### src/logic/mlfc_pkg.sv
// Package for the motor lock fault configuration block.
package mlfc_pkg;
    localparam int REG_W = 32;
    localparam logic [31:0] SETTINGS_RESET = 32'h0000_0000;
    localparam int OVERSPEED_EN_BIT = 30;
    localparam int BACKEMF_EN_BIT = 29;
    localparam int MISSING_EN_BIT = 28;
    localparam int OVERSPEED_LVL_LSB = 25;
    localparam int BACKEMF_LVL_LSB = 22;
    localparam int MISSING_LVL_LSB = 19;
    localparam int RESPONSE_LSB = 16;
    localparam int RETRY_LIMIT_W = 3;
    localparam int RETRY_LIMIT_LSB = 0;
    // Overspeed trip in percent: 130 plus 10 per code.
    localparam logic [7:0] OVERSPEED_BASE_PCT = 8'h82;
    localparam logic [7:0] OVERSPEED_STEP_PCT = 8'h0a;
    // Back-EMF trip in tenths of a percent.
    localparam logic [9:0] BACKEMF_BASE_PM = 10'h190;
    localparam logic [9:0] BACKEMF_STEP_PM = 10'h032;
    localparam logic [9:0] BACKEMF_CODE6_PM = 10'h2a3;
    localparam logic [9:0] BACKEMF_CODE7_PM = 10'h2bc;
    // Missing motor current in units of 0.1 mA.
    localparam logic [15:0] MISSING_LVL_TABLE [8] = '{16'h0177, 16'h02ee,
        16'h03e8, 16'h04e2, 16'h09c4, 16'h1388, 16'h1d4c, 16'h2710};
    // Retry interval default, in microseconds.
    localparam int RETRY_INTERVAL_US = 1000;
    localparam int CLK_MHZ = 100;
    localparam int RETRY_INTERVAL_CYC = RETRY_INTERVAL_US * CLK_MHZ;

    typedef enum logic [2:0] {
        RESP_LATCH_HIZ = 3'h0,
        RESP_LATCH_LOW = 3'h1,
        RESP_LATCH_HIGH = 3'h2,
        RESP_RETRY_HIZ = 3'h3,
        RESP_RETRY_LOW = 3'h4,
        RESP_RETRY_HIGH = 3'h5,
        RESP_REPORT = 3'h6,
        RESP_OFF = 3'h7
    } mlfc_resp_type;

    typedef enum logic [1:0] {
        ST_RUN = 2'b00,
        ST_RETRY = 2'b01,
        ST_LATCHED = 2'b11
    } mlfc_state_type;

    typedef enum logic [1:0] {
        DRV_NORMAL = 2'h0,
        DRV_HIZ = 2'h1,
        DRV_LOW_BRAKE = 2'h2,
        DRV_HIGH_BRAKE = 2'h3
    } mlfc_drive_type;

    typedef struct packed {
        logic overspeed_en;
        logic backemf_en;
        logic missing_en;
        logic [7:0] overspeed_pct;
        logic [9:0] backemf_pm;
        logic [15:0] missing_lvl;
    } mlfc_detect_type;
endpackage

### src/logic/mlfc_top.sv
// Motor lock fault configuration register and lock response logic.
`timescale 1ns/1ps
module mlfc_top #(
    parameter int RETRY_CYCLES = mlfc_pkg::RETRY_INTERVAL_CYC
) (
    input wire logic ref_clk_i,
    input wire logic arst_n_i,
    input wire logic cfg_wr_i,
    input wire logic [31:0] cfg_wdata_i,
    output logic [31:0] cfg_rdata_o,
    input wire logic current_limit_lock_i,
    input wire logic fault_clear_i,
    output mlfc_pkg::mlfc_detect_type detect_cfg_o,
    output mlfc_pkg::mlfc_drive_type drive_o,
    output logic fault_indicator_pin_n_o,
    output logic fault_latched_o
);
    // A zero interval would wrap the expiry compare to all ones, so the timer would take 2^32 cycles to expire.
    if (RETRY_CYCLES < 1) begin : g_bad_retry
        $error("RETRY_CYCLES must be at least one.");
    end

    typedef struct packed {
        logic [31:0] settings;
        mlfc_pkg::mlfc_state_type state;
        mlfc_pkg::mlfc_resp_type resp;
        logic [31:0] timer;
        logic [3:0] retries;
        logic lock_s1;
        logic lock_s2;
        logic clr_s1;
        logic clr_s2;
    } mlfc_regs_type;

    mlfc_regs_type state_r;
    mlfc_regs_type state_nxt;
    mlfc_pkg::mlfc_resp_type mode;
    logic [2:0] limit;
    logic lock;

    function automatic mlfc_pkg::mlfc_drive_type act_of(
        input mlfc_pkg::mlfc_resp_type r);
        case (r)
            mlfc_pkg::RESP_LATCH_LOW, mlfc_pkg::RESP_RETRY_LOW:
                act_of = mlfc_pkg::DRV_LOW_BRAKE;
            mlfc_pkg::RESP_LATCH_HIGH, mlfc_pkg::RESP_RETRY_HIGH:
                act_of = mlfc_pkg::DRV_HIGH_BRAKE;
            default: act_of = mlfc_pkg::DRV_HIZ;
        endcase
    endfunction

    assign mode = mlfc_pkg::mlfc_resp_type'(
        state_r.settings[mlfc_pkg::RESPONSE_LSB +: 3]);
    assign limit = state_r.settings[mlfc_pkg::RETRY_LIMIT_LSB +:
        mlfc_pkg::RETRY_LIMIT_W];
    assign lock = state_r.lock_s2 && (mode != mlfc_pkg::RESP_OFF);

    always_comb begin
        state_nxt = state_r;
        state_nxt.lock_s1 = current_limit_lock_i;
        state_nxt.lock_s2 = state_r.lock_s1;
        state_nxt.clr_s1 = fault_clear_i;
        state_nxt.clr_s2 = state_r.clr_s1;
        if (cfg_wr_i) begin
            state_nxt.settings = cfg_wdata_i;
        end
        case (state_r.state)
            mlfc_pkg::ST_RUN: begin
                // A clear also restarts the retry budget after auto-clears.
                if (state_r.clr_s2) begin
                    state_nxt.retries = 4'h0;
                end
                // The mode in force is captured so later writes leave it.
                if (lock) begin
                    state_nxt.resp = mode;
                    state_nxt.timer = 32'h0;
                    if (mode <= mlfc_pkg::RESP_LATCH_HIGH) begin
                        state_nxt.state = mlfc_pkg::ST_LATCHED;
                    end else if (mode != mlfc_pkg::RESP_REPORT) begin
                        state_nxt.state = mlfc_pkg::ST_RETRY;
                    end
                end
            end
            mlfc_pkg::ST_RETRY: begin
                state_nxt.timer = state_r.timer + 32'h1;
                if (state_r.timer >= 32'(RETRY_CYCLES - 1)) begin
                    state_nxt.timer = 32'h0;
                    if (state_r.retries >= {1'b0, limit}) begin
                        state_nxt.state = mlfc_pkg::ST_LATCHED;
                    end else begin
                        state_nxt.retries = state_r.retries + 4'h1;
                        state_nxt.state = mlfc_pkg::ST_RUN;
                    end
                end
            end
            default: begin
                if (state_r.clr_s2) begin
                    state_nxt.state = mlfc_pkg::ST_RUN;
                    state_nxt.retries = 4'h0;
                end
            end
        endcase
    end

    always_ff @(posedge ref_clk_i or negedge arst_n_i) begin
        if (!arst_n_i) begin
            state_r <= '{settings: mlfc_pkg::SETTINGS_RESET,
                state: mlfc_pkg::ST_RUN, resp: mlfc_pkg::RESP_LATCH_HIZ,
                timer: 32'h0, retries: 4'h0, lock_s1: 1'b0, lock_s2: 1'b0,
                clr_s1: 1'b0, clr_s2: 1'b0};
        end else begin
            state_r <= state_nxt;
        end
    end

    assign cfg_rdata_o = state_r.settings;
    assign fault_latched_o = (state_r.state == mlfc_pkg::ST_LATCHED);
    // Report mode shows the lock live on the pin, with no drive change.
    assign fault_indicator_pin_n_o = !((state_r.state != mlfc_pkg::ST_RUN)
        || (state_r.lock_s2 && mode == mlfc_pkg::RESP_REPORT));
    assign drive_o = (state_r.state == mlfc_pkg::ST_RUN) ?
        mlfc_pkg::DRV_NORMAL : act_of(state_r.resp);

    always_comb begin
        detect_cfg_o.overspeed_en =
            state_r.settings[mlfc_pkg::OVERSPEED_EN_BIT];
        detect_cfg_o.backemf_en =
            state_r.settings[mlfc_pkg::BACKEMF_EN_BIT];
        detect_cfg_o.missing_en =
            state_r.settings[mlfc_pkg::MISSING_EN_BIT];
        detect_cfg_o.overspeed_pct = mlfc_pkg::OVERSPEED_BASE_PCT +
            8'(state_r.settings[mlfc_pkg::OVERSPEED_LVL_LSB +: 3]
            * mlfc_pkg::OVERSPEED_STEP_PCT);
        case (state_r.settings[mlfc_pkg::BACKEMF_LVL_LSB +: 3])
            3'h6: detect_cfg_o.backemf_pm = mlfc_pkg::BACKEMF_CODE6_PM;
            3'h7: detect_cfg_o.backemf_pm = mlfc_pkg::BACKEMF_CODE7_PM;
            default: detect_cfg_o.backemf_pm = mlfc_pkg::BACKEMF_BASE_PM +
                10'(state_r.settings[mlfc_pkg::BACKEMF_LVL_LSB +: 3]
                * mlfc_pkg::BACKEMF_STEP_PM);
        endcase
        detect_cfg_o.missing_lvl = mlfc_pkg::MISSING_LVL_TABLE[
            state_r.settings[mlfc_pkg::MISSING_LVL_LSB +: 3]];
    end

    AST_OFF_IGNORED: assert property (@(posedge ref_clk_i)
        disable iff (!arst_n_i)
        (state_r.state == mlfc_pkg::ST_RUN && mode == mlfc_pkg::RESP_OFF)
        |=> state_r.state == mlfc_pkg::ST_RUN)
        else $error("Disabled mode left run state.");
    AST_LATCH_MODES: assert property (@(posedge ref_clk_i)
        disable iff (!arst_n_i)
        (state_r.state == mlfc_pkg::ST_RUN && lock
        && mode <= mlfc_pkg::RESP_LATCH_HIGH)
        |=> fault_latched_o && !fault_indicator_pin_n_o)
        else $error("Latching mode did not latch.");
    AST_LOW_BRAKE: assert property (@(posedge ref_clk_i)
        disable iff (!arst_n_i)
        (state_r.state == mlfc_pkg::ST_RUN && lock
        && mode == mlfc_pkg::RESP_LATCH_LOW)
        |=> drive_o == mlfc_pkg::DRV_LOW_BRAKE)
        else $error("Low brake not applied.");
    AST_HIGH_BRAKE: assert property (@(posedge ref_clk_i)
        disable iff (!arst_n_i)
        (state_r.state == mlfc_pkg::ST_RUN && lock
        && mode == mlfc_pkg::RESP_LATCH_HIGH)
        |=> drive_o == mlfc_pkg::DRV_HIGH_BRAKE)
        else $error("High brake not applied.");
    AST_RETRY_ENTRY: assert property (@(posedge ref_clk_i)
        disable iff (!arst_n_i)
        (state_r.state == mlfc_pkg::ST_RUN && lock
        && mode inside {3'h3, 3'h4, 3'h5})
        |=> state_r.state == mlfc_pkg::ST_RETRY && !fault_indicator_pin_n_o)
        else $error("Retry mode did not enter retry.");
    AST_RETRY_LOW: assert property (@(posedge ref_clk_i)
        disable iff (!arst_n_i)
        (state_r.state == mlfc_pkg::ST_RETRY
        && state_r.resp == mlfc_pkg::RESP_RETRY_LOW)
        |-> drive_o == mlfc_pkg::DRV_LOW_BRAKE)
        else $error("Retry low brake missing.");
    AST_RETRY_RETURN: assert property (@(posedge ref_clk_i)
        disable iff (!arst_n_i)
        (state_r.state == mlfc_pkg::ST_RETRY
        && state_r.timer >= 32'(RETRY_CYCLES - 1)
        && state_r.retries < {1'b0, limit})
        |=> state_r.state == mlfc_pkg::ST_RUN)
        else $error("Retry did not auto-clear.");
    AST_RETRY_EXHAUST: assert property (@(posedge ref_clk_i)
        disable iff (!arst_n_i)
        (state_r.state == mlfc_pkg::ST_RETRY
        && state_r.timer >= 32'(RETRY_CYCLES - 1)
        && state_r.retries >= {1'b0, limit})
        |=> fault_latched_o)
        else $error("Retry limit did not latch.");
    AST_REPORT_ONLY: assert property (@(posedge ref_clk_i)
        disable iff (!arst_n_i)
        (state_r.state == mlfc_pkg::ST_RUN && lock
        && mode == mlfc_pkg::RESP_REPORT)
        |-> !fault_indicator_pin_n_o
        ##1 drive_o == mlfc_pkg::DRV_NORMAL)
        else $error("Report mode changed outputs.");
    AST_WRITE_NEXT: assert property (@(posedge ref_clk_i)
        disable iff (!arst_n_i)
        cfg_wr_i |=> cfg_rdata_o == $past(cfg_wdata_i))
        else $error("Write not applied next cycle.");
    AST_LATCH_HOLD: assert property (@(posedge ref_clk_i)
        disable iff (!arst_n_i)
        (fault_latched_o && !state_r.clr_s2)
        |=> fault_latched_o && $stable(drive_o))
        else $error("Latched fault changed.");
endmodule // mlfc_top

### config.mk
export PLATFORM = sky130hd
export DESIGN_NAME = mlfc_top
export DESIGN_NICKNAME = d
export VERILOG_FILES = /design/src/logic/mlfc_pkg.sv /design/src/logic/mlfc_top.sv
export SDC_FILE = /design/constraint.sdc
export NUM_CORES = 1
export LEC_CHECK = 0
export ABC_AREA = 1
export BUFFER_PORTS_ARGS = -buffer_cell sky130_fd_sc_hd__buf_2
export CAP_MARGIN = 20
export CORE_MARGIN = 1.5
export CORE_UTILIZATION = 24
export CTS_BUF_LIST = sky130_fd_sc_hd__clkbuf_4
export CTS_CLUSTER_DIAMETER = 30
export DETAILED_ROUTE_END_ITERATION = 16
export GPL_TIMING_DRIVEN = 1
export PLACE_DENSITY_LB_ADDON = 0.08
export SYNTH_ARGS = -nofsm -noshare
export SYNTH_HDL_FRONTEND = slang
export SYNTH_SLANG_ARGS = --single-unit
### constraint.sdc
create_clock -name ref_clk_i -period 2.76 [get_ports ref_clk_i]
set_clock_uncertainty 0.15 [all_clocks]
set_input_delay 0.828 -clock ref_clk_i [delete_from_list [all_inputs] [get_ports ref_clk_i]]
set_output_delay 0.828 -clock ref_clk_i [all_outputs]
set_load 0.005 [all_outputs]
* Word level (Yosys, flattened, before mapping)
Memory sizes are Yosys's and may differ from the RTL's.
Index checks and enable logic that the tools add are counted.
** Storage, ports and cells
- Register bits after elaboration :: 77
- Bits in latches :: 0
- RAM bits :: 0
- Bits in read-only memories :: 128
- Bits of input ports :: 37
- Output and inout port bits :: 73
- Word-level logic and storage cells :: 68
- Memories :: 1
** Memories
- (name not given) :: depth 8, bits a word 16, read ports 1, clocked after Yosys merged registers in 0, wr ports 0, line mlfc_top.sv:141 : detect_cfg_o.missing_lvl = mlfc_pkg::MISSING_LVL_TABLE[
** Operators by class
- $add $sub $neg :: 4
- Multiply operators :: 2
- Divide/modulo/power cells :: 0
- Order comparisons :: 4
- Eq/ne operators :: 15
- Shift operators :: 0
- Multiplexer cells :: 17
- Bitwise operators :: 1
- Reductions and logical operators :: 15
** Operator list (count)
- $pmux 32 s2 :: 1
- $mux 37 :: 1
- $mux 36 :: 1
- $add 32x1->32 const B :: 1
- $ge 32x17->1 const B :: 1
- $mux 16 :: 2
- $pmux 10 s2 :: 1
- $eq 3x3->1 const B :: 5
- $mux 2 :: 6
- $mux 4 :: 3
- $add 9x9->10 const A :: 1
- $ne 3x3->1 const B :: 3
- $add 8x7->8 const A :: 1
- $mul 3x5->8 const B :: 1
- $pmux 2 s2 :: 2
- $mul 3x3->6 const B :: 1
- $ne 2x2->1 const B :: 3
- $reduce_bool 2->1 :: 3
- $add 4x1->4 const B :: 1
- $ge 4x3->1 :: 1
- $ge 4x4->1 const B :: 1
- $not 3->4 :: 1
- $reduce_and 2->1 :: 2
- $reduce_and 4->1 :: 1
- other kinds (12) :: 14

* Logic depth before layout (Yosys ltp)
- Depth after elaboration :: 5
- Gate-level depth with buffers :: 11

* Worst setup path after synthesis
OpenSTA, ideal clock, no wires.
- Path kind :: register to output
- Start point :: register state_r (netlist bit cfg_rdata_o[25])
- End point :: output port detect_cfg_o[32] (netlist bit)
- Data arrival time :: 1.465 ns
- Data required time :: 1.782 ns
- Setup slack :: 0.317 ns
- Cell stages (with the launch flop) :: 7
- Cells stage by stage :: dfrtp_1 > ha_1 > ha_1 > ha_1 > inv_1 > nor3_1 > xor2_1
** RTL lines
- start: declaration :: line mlfc_top.sv:35 : mlfc_regs_type state_r;
- start signal: assignment :: line mlfc_top.sv:107 : state_r <= '{settings: mlfc_pkg::SETTINGS_RESET,
- start signal: assignment :: line mlfc_top.sv:112 : state_r <= state_nxt;
- end: declaration :: line mlfc_top.sv:13 : output mlfc_pkg::mlfc_detect_type detect_cfg_o,

==> impl_metrics.env <==
export IMPL_status="finished, violations left"
export IMPL_violations="setup timing"
export IMPL_drt_iter0_markers=152
export IMPL_place_ws_ns=0.132
export IMPL_min_period_ns=2.90
export IMPL_cp_common_cell="ha_4"
export IMPL_num_vias=3183
export IMPL_dieArea_um2=18200
export IMPL_hold_path_class="in2async"
export IMPL_clockBufferDepth=2
export IMPL_synth_area_top_cells="dfrtp_1 46%, nand2_1 7.4%, buf_4 6.8%"
export IMPL_grt_total_usage=0.111
export IMPL_ys_types=30
export IMPL_ys_seq_area_frac=0.461
export IMPL_path_clk_slew_ns=0.15
export IMPL_hold_buffers=0
export IMPL_finalSetupViolations=6
export IMPL_grt_max_degree=38
export IMPL_cts_root_buf="clkbuf_4"
export IMPL_slowest_stage="dfrtp_1"
export IMPL_fin_ws_ns=-0.139
export IMPL_yosysTopAreaCell="dfrtp_1"
export IMPL_grt_pass1_vias=3148
export IMPL_crit_chain="ha_2 > ha_4 > ha_4 > inv_4 > nor3_4 > xor2_1 > buf_2"
export IMPL_clock_fmax_ghz=0.345
export IMPL_r2r_start="state_r[44]"
export IMPL_cp_top_family="adder cells"
export IMPL_grt_setup_unrepaired="yes"
export IMPL_cts_max_level=3
export IMPL_drtAntennaViolNets=0
export IMPL_grt_pass1_wl_um=15700
export IMPL_max_vdd_ir_drop_v=0.000255
export IMPL_hpwl_um=6850
export IMPL_arrival_ns=1.92
export IMPL_crit_start="cfg_rdata_o[25]"
export IMPL_relSlewSlack=0.626
export IMPL_synthTopCellsByCount="82 x nand2_1, 77 x dfrtp_1, 64 x nor2_1"
export IMPL_die_y_um=135
export IMPL_insertion_delay_ns=0.47
export IMPL_ioPinCount=110
export IMPL_crit_type="reg2out"
export IMPL_drt_pass1_iter_count=4
export IMPL_synthFlopType="dfrtp_1"
export IMPL_post_route_period_util=1.05
export IMPL_tightest_slew_ns=0.561
export IMPL_initial_core_util=0.243
export IMPL_synth_area_um2=4180
export IMPL_row_count=48
export IMPL_cts_sinks=77
export IMPL_syn_instance_count=477
export IMPL_hold_viol=0
export IMPL_synth_edf_count=0
export IMPL_max_stage_delay_ns=0.41
export IMPL_synth_top_area_frac=0.461
export IMPL_yosysMostFrequentCell="nand2_1"
export IMPL_maxSlewViolCount=0
export IMPL_final_cells=790
export IMPL_core_um2=17200
export IMPL_cp_data_required_time_ns=1.78
export IMPL_fin_nets=616
export IMPL_endpoint_kind="output pin"
export IMPL_cp_max_fo=3
export IMPL_drive_gt1_frac=0.325
export IMPL_cts_tree="yes"
export IMPL_cp_start_kind="flop"
export IMPL_syn_avg_cell_area_um2=8.76
export IMPL_power_leakage_nw=2.46
export IMPL_synth_warnings=0
export IMPL_ys_async_sr_fraction=1.00
export IMPL_drc=0
export IMPL_drt_total_wl_um=9520
export IMPL_viasPerCell=4.03
export IMPL_cap_violations=0
export IMPL_dpl_cell_count=767
export IMPL_gr_total_overflow=0
export IMPL_area_delta_synth_final_pct=20.3
export IMPL_gp_congestion=0.794
export IMPL_die_w_um=135
export IMPL_ys_seq_elements=77
export IMPL_cts_buffers_inserted=9
export IMPL_cp_num_buf_inv=2
export IMPL_wl_per_cell_um=12.1
export IMPL_power_density_nw_per_um2=564
export IMPL_portBuffers=106
export IMPL_grt_antenna_before_repair=1
## worst reg2reg max path, stage by stage, from the launching register on
cell and delay [ns]:
dfrtp_1 0.48, nor2_2 0.32, nand3_4 0.17, nand2_4 0.24
inv_1 0.26, a21oi_1 0.27, nand2_1 0.08, nand2_1 0.06
nand2_1 0.04
## power by group
group	internal, W	switching [W]	leakage (nW)
clock network	0.000209	0.000453	0.0684
registers	0.00122	0.0000947	0.989
logic	0.000348	0.000507	1.41
total	0.00178	0.00105	2.46
## flip-flops by register name, summed over array words and instances (netlist names)
register and cells:
state_r 43, cfg_rdata_o 32, state_nxt 2
## layout by cell type, fill, tap and decap left out, drive strengths merged, types with 5 or more instances in the layout
cell type / synthesis / routed
clkbuf: 6 / 10
mux2: 20 / 20
nand2: 83 / 83
o21ai: 36 / 36
dfrtp: 77 / 77
nor3: 5 / 5
nand4: 9 / 9
inv: 57 / 61
buf: 44 / 118
a21oi: 6 / 6
nor2: 66 / 66
ha: 21 / 21
nand3: 19 / 19
xor2: 17 / 17
## logic make-up after synthesis
family | synth area share
multiplexers | 0.0539
XOR/XNOR | 0.0419
adder cells (fa/ha/maj) | 0.0629
AND/OR/NAND/NOR | 0.186
other | 0.000897
buffers and inverters | 0.134
flip-flops | 0.461
AO/OA/AOI/OAI | 0.0590
## routing by layer
layer | share of wire | up-vias | GRT usage | wire length, um
met5 | 0 | - | 0 | 0
met3 | 0.039 | 12 | 0.0285 | 371
met2 | 0.48 | 66 | 0.181 | 4580
met1 | 0.46 | 1472 | 0.141 | 4410
li1 | - | 1633 | - | -
met4 | 0.017 | 0 | 0.0454 | 165
## cell type report
type,count,area [um2]
clock buffers,10,75.1
fillers,1887,12200
clock inverters,6,51.3
multi-input cells,295,1820
repair buffers,118,647
diodes,2,5.00
well taps,225,282
inverters,57,219
flip-flops and latches,77,1930
## metrics by stage
stage / total power (W) / area, um2 / hold slack [ns] / TNS [ns] / util
6_report: 0.00283 / 5030 / 0.117 / -0.520 / 0.293
5_1_grt: 0.00308 / 5030 / 0.100 / -1.25 / 0.293
4_1_cts: 0.00288 / 4950 / 0.0882 / -0.789 / 0.288
3_5_place_dp: 0.00215 / 4720 / 0.190 / 0 / 0.275
3_3_place_gp: 0.00215 / 4720 / 0.185 / 0 / 0.275
2_1_floorplan: 0.00189 / 4190 / 0.181 / 0 / -
## path summary, 6_finish.rpt
check / cells past startpoint / slack, ns / to
setup reg to reg: 8 / 0.61 / state_r[43]
hold / removal: 1 / 0.12 / cfg_rdata_o[23]
hold reg to reg: 0 / 0.21 / state_r[0]
setup / recovery: 7 / -0.14 / detect_cfg_o[32]
min in group ref_clk_i: 0 / 0.21 / state_r[0]
max in group asynchronous: 2 / 1.77 / state_r[23]
## repair_timing
action / CTS / global route
setup buffers: 5 / 0
pin swaps: 9 / 4
setup endpoints to repair: 8 / 10
resized for setup: 16 / 18
Power figures use the tool's default switching activity.
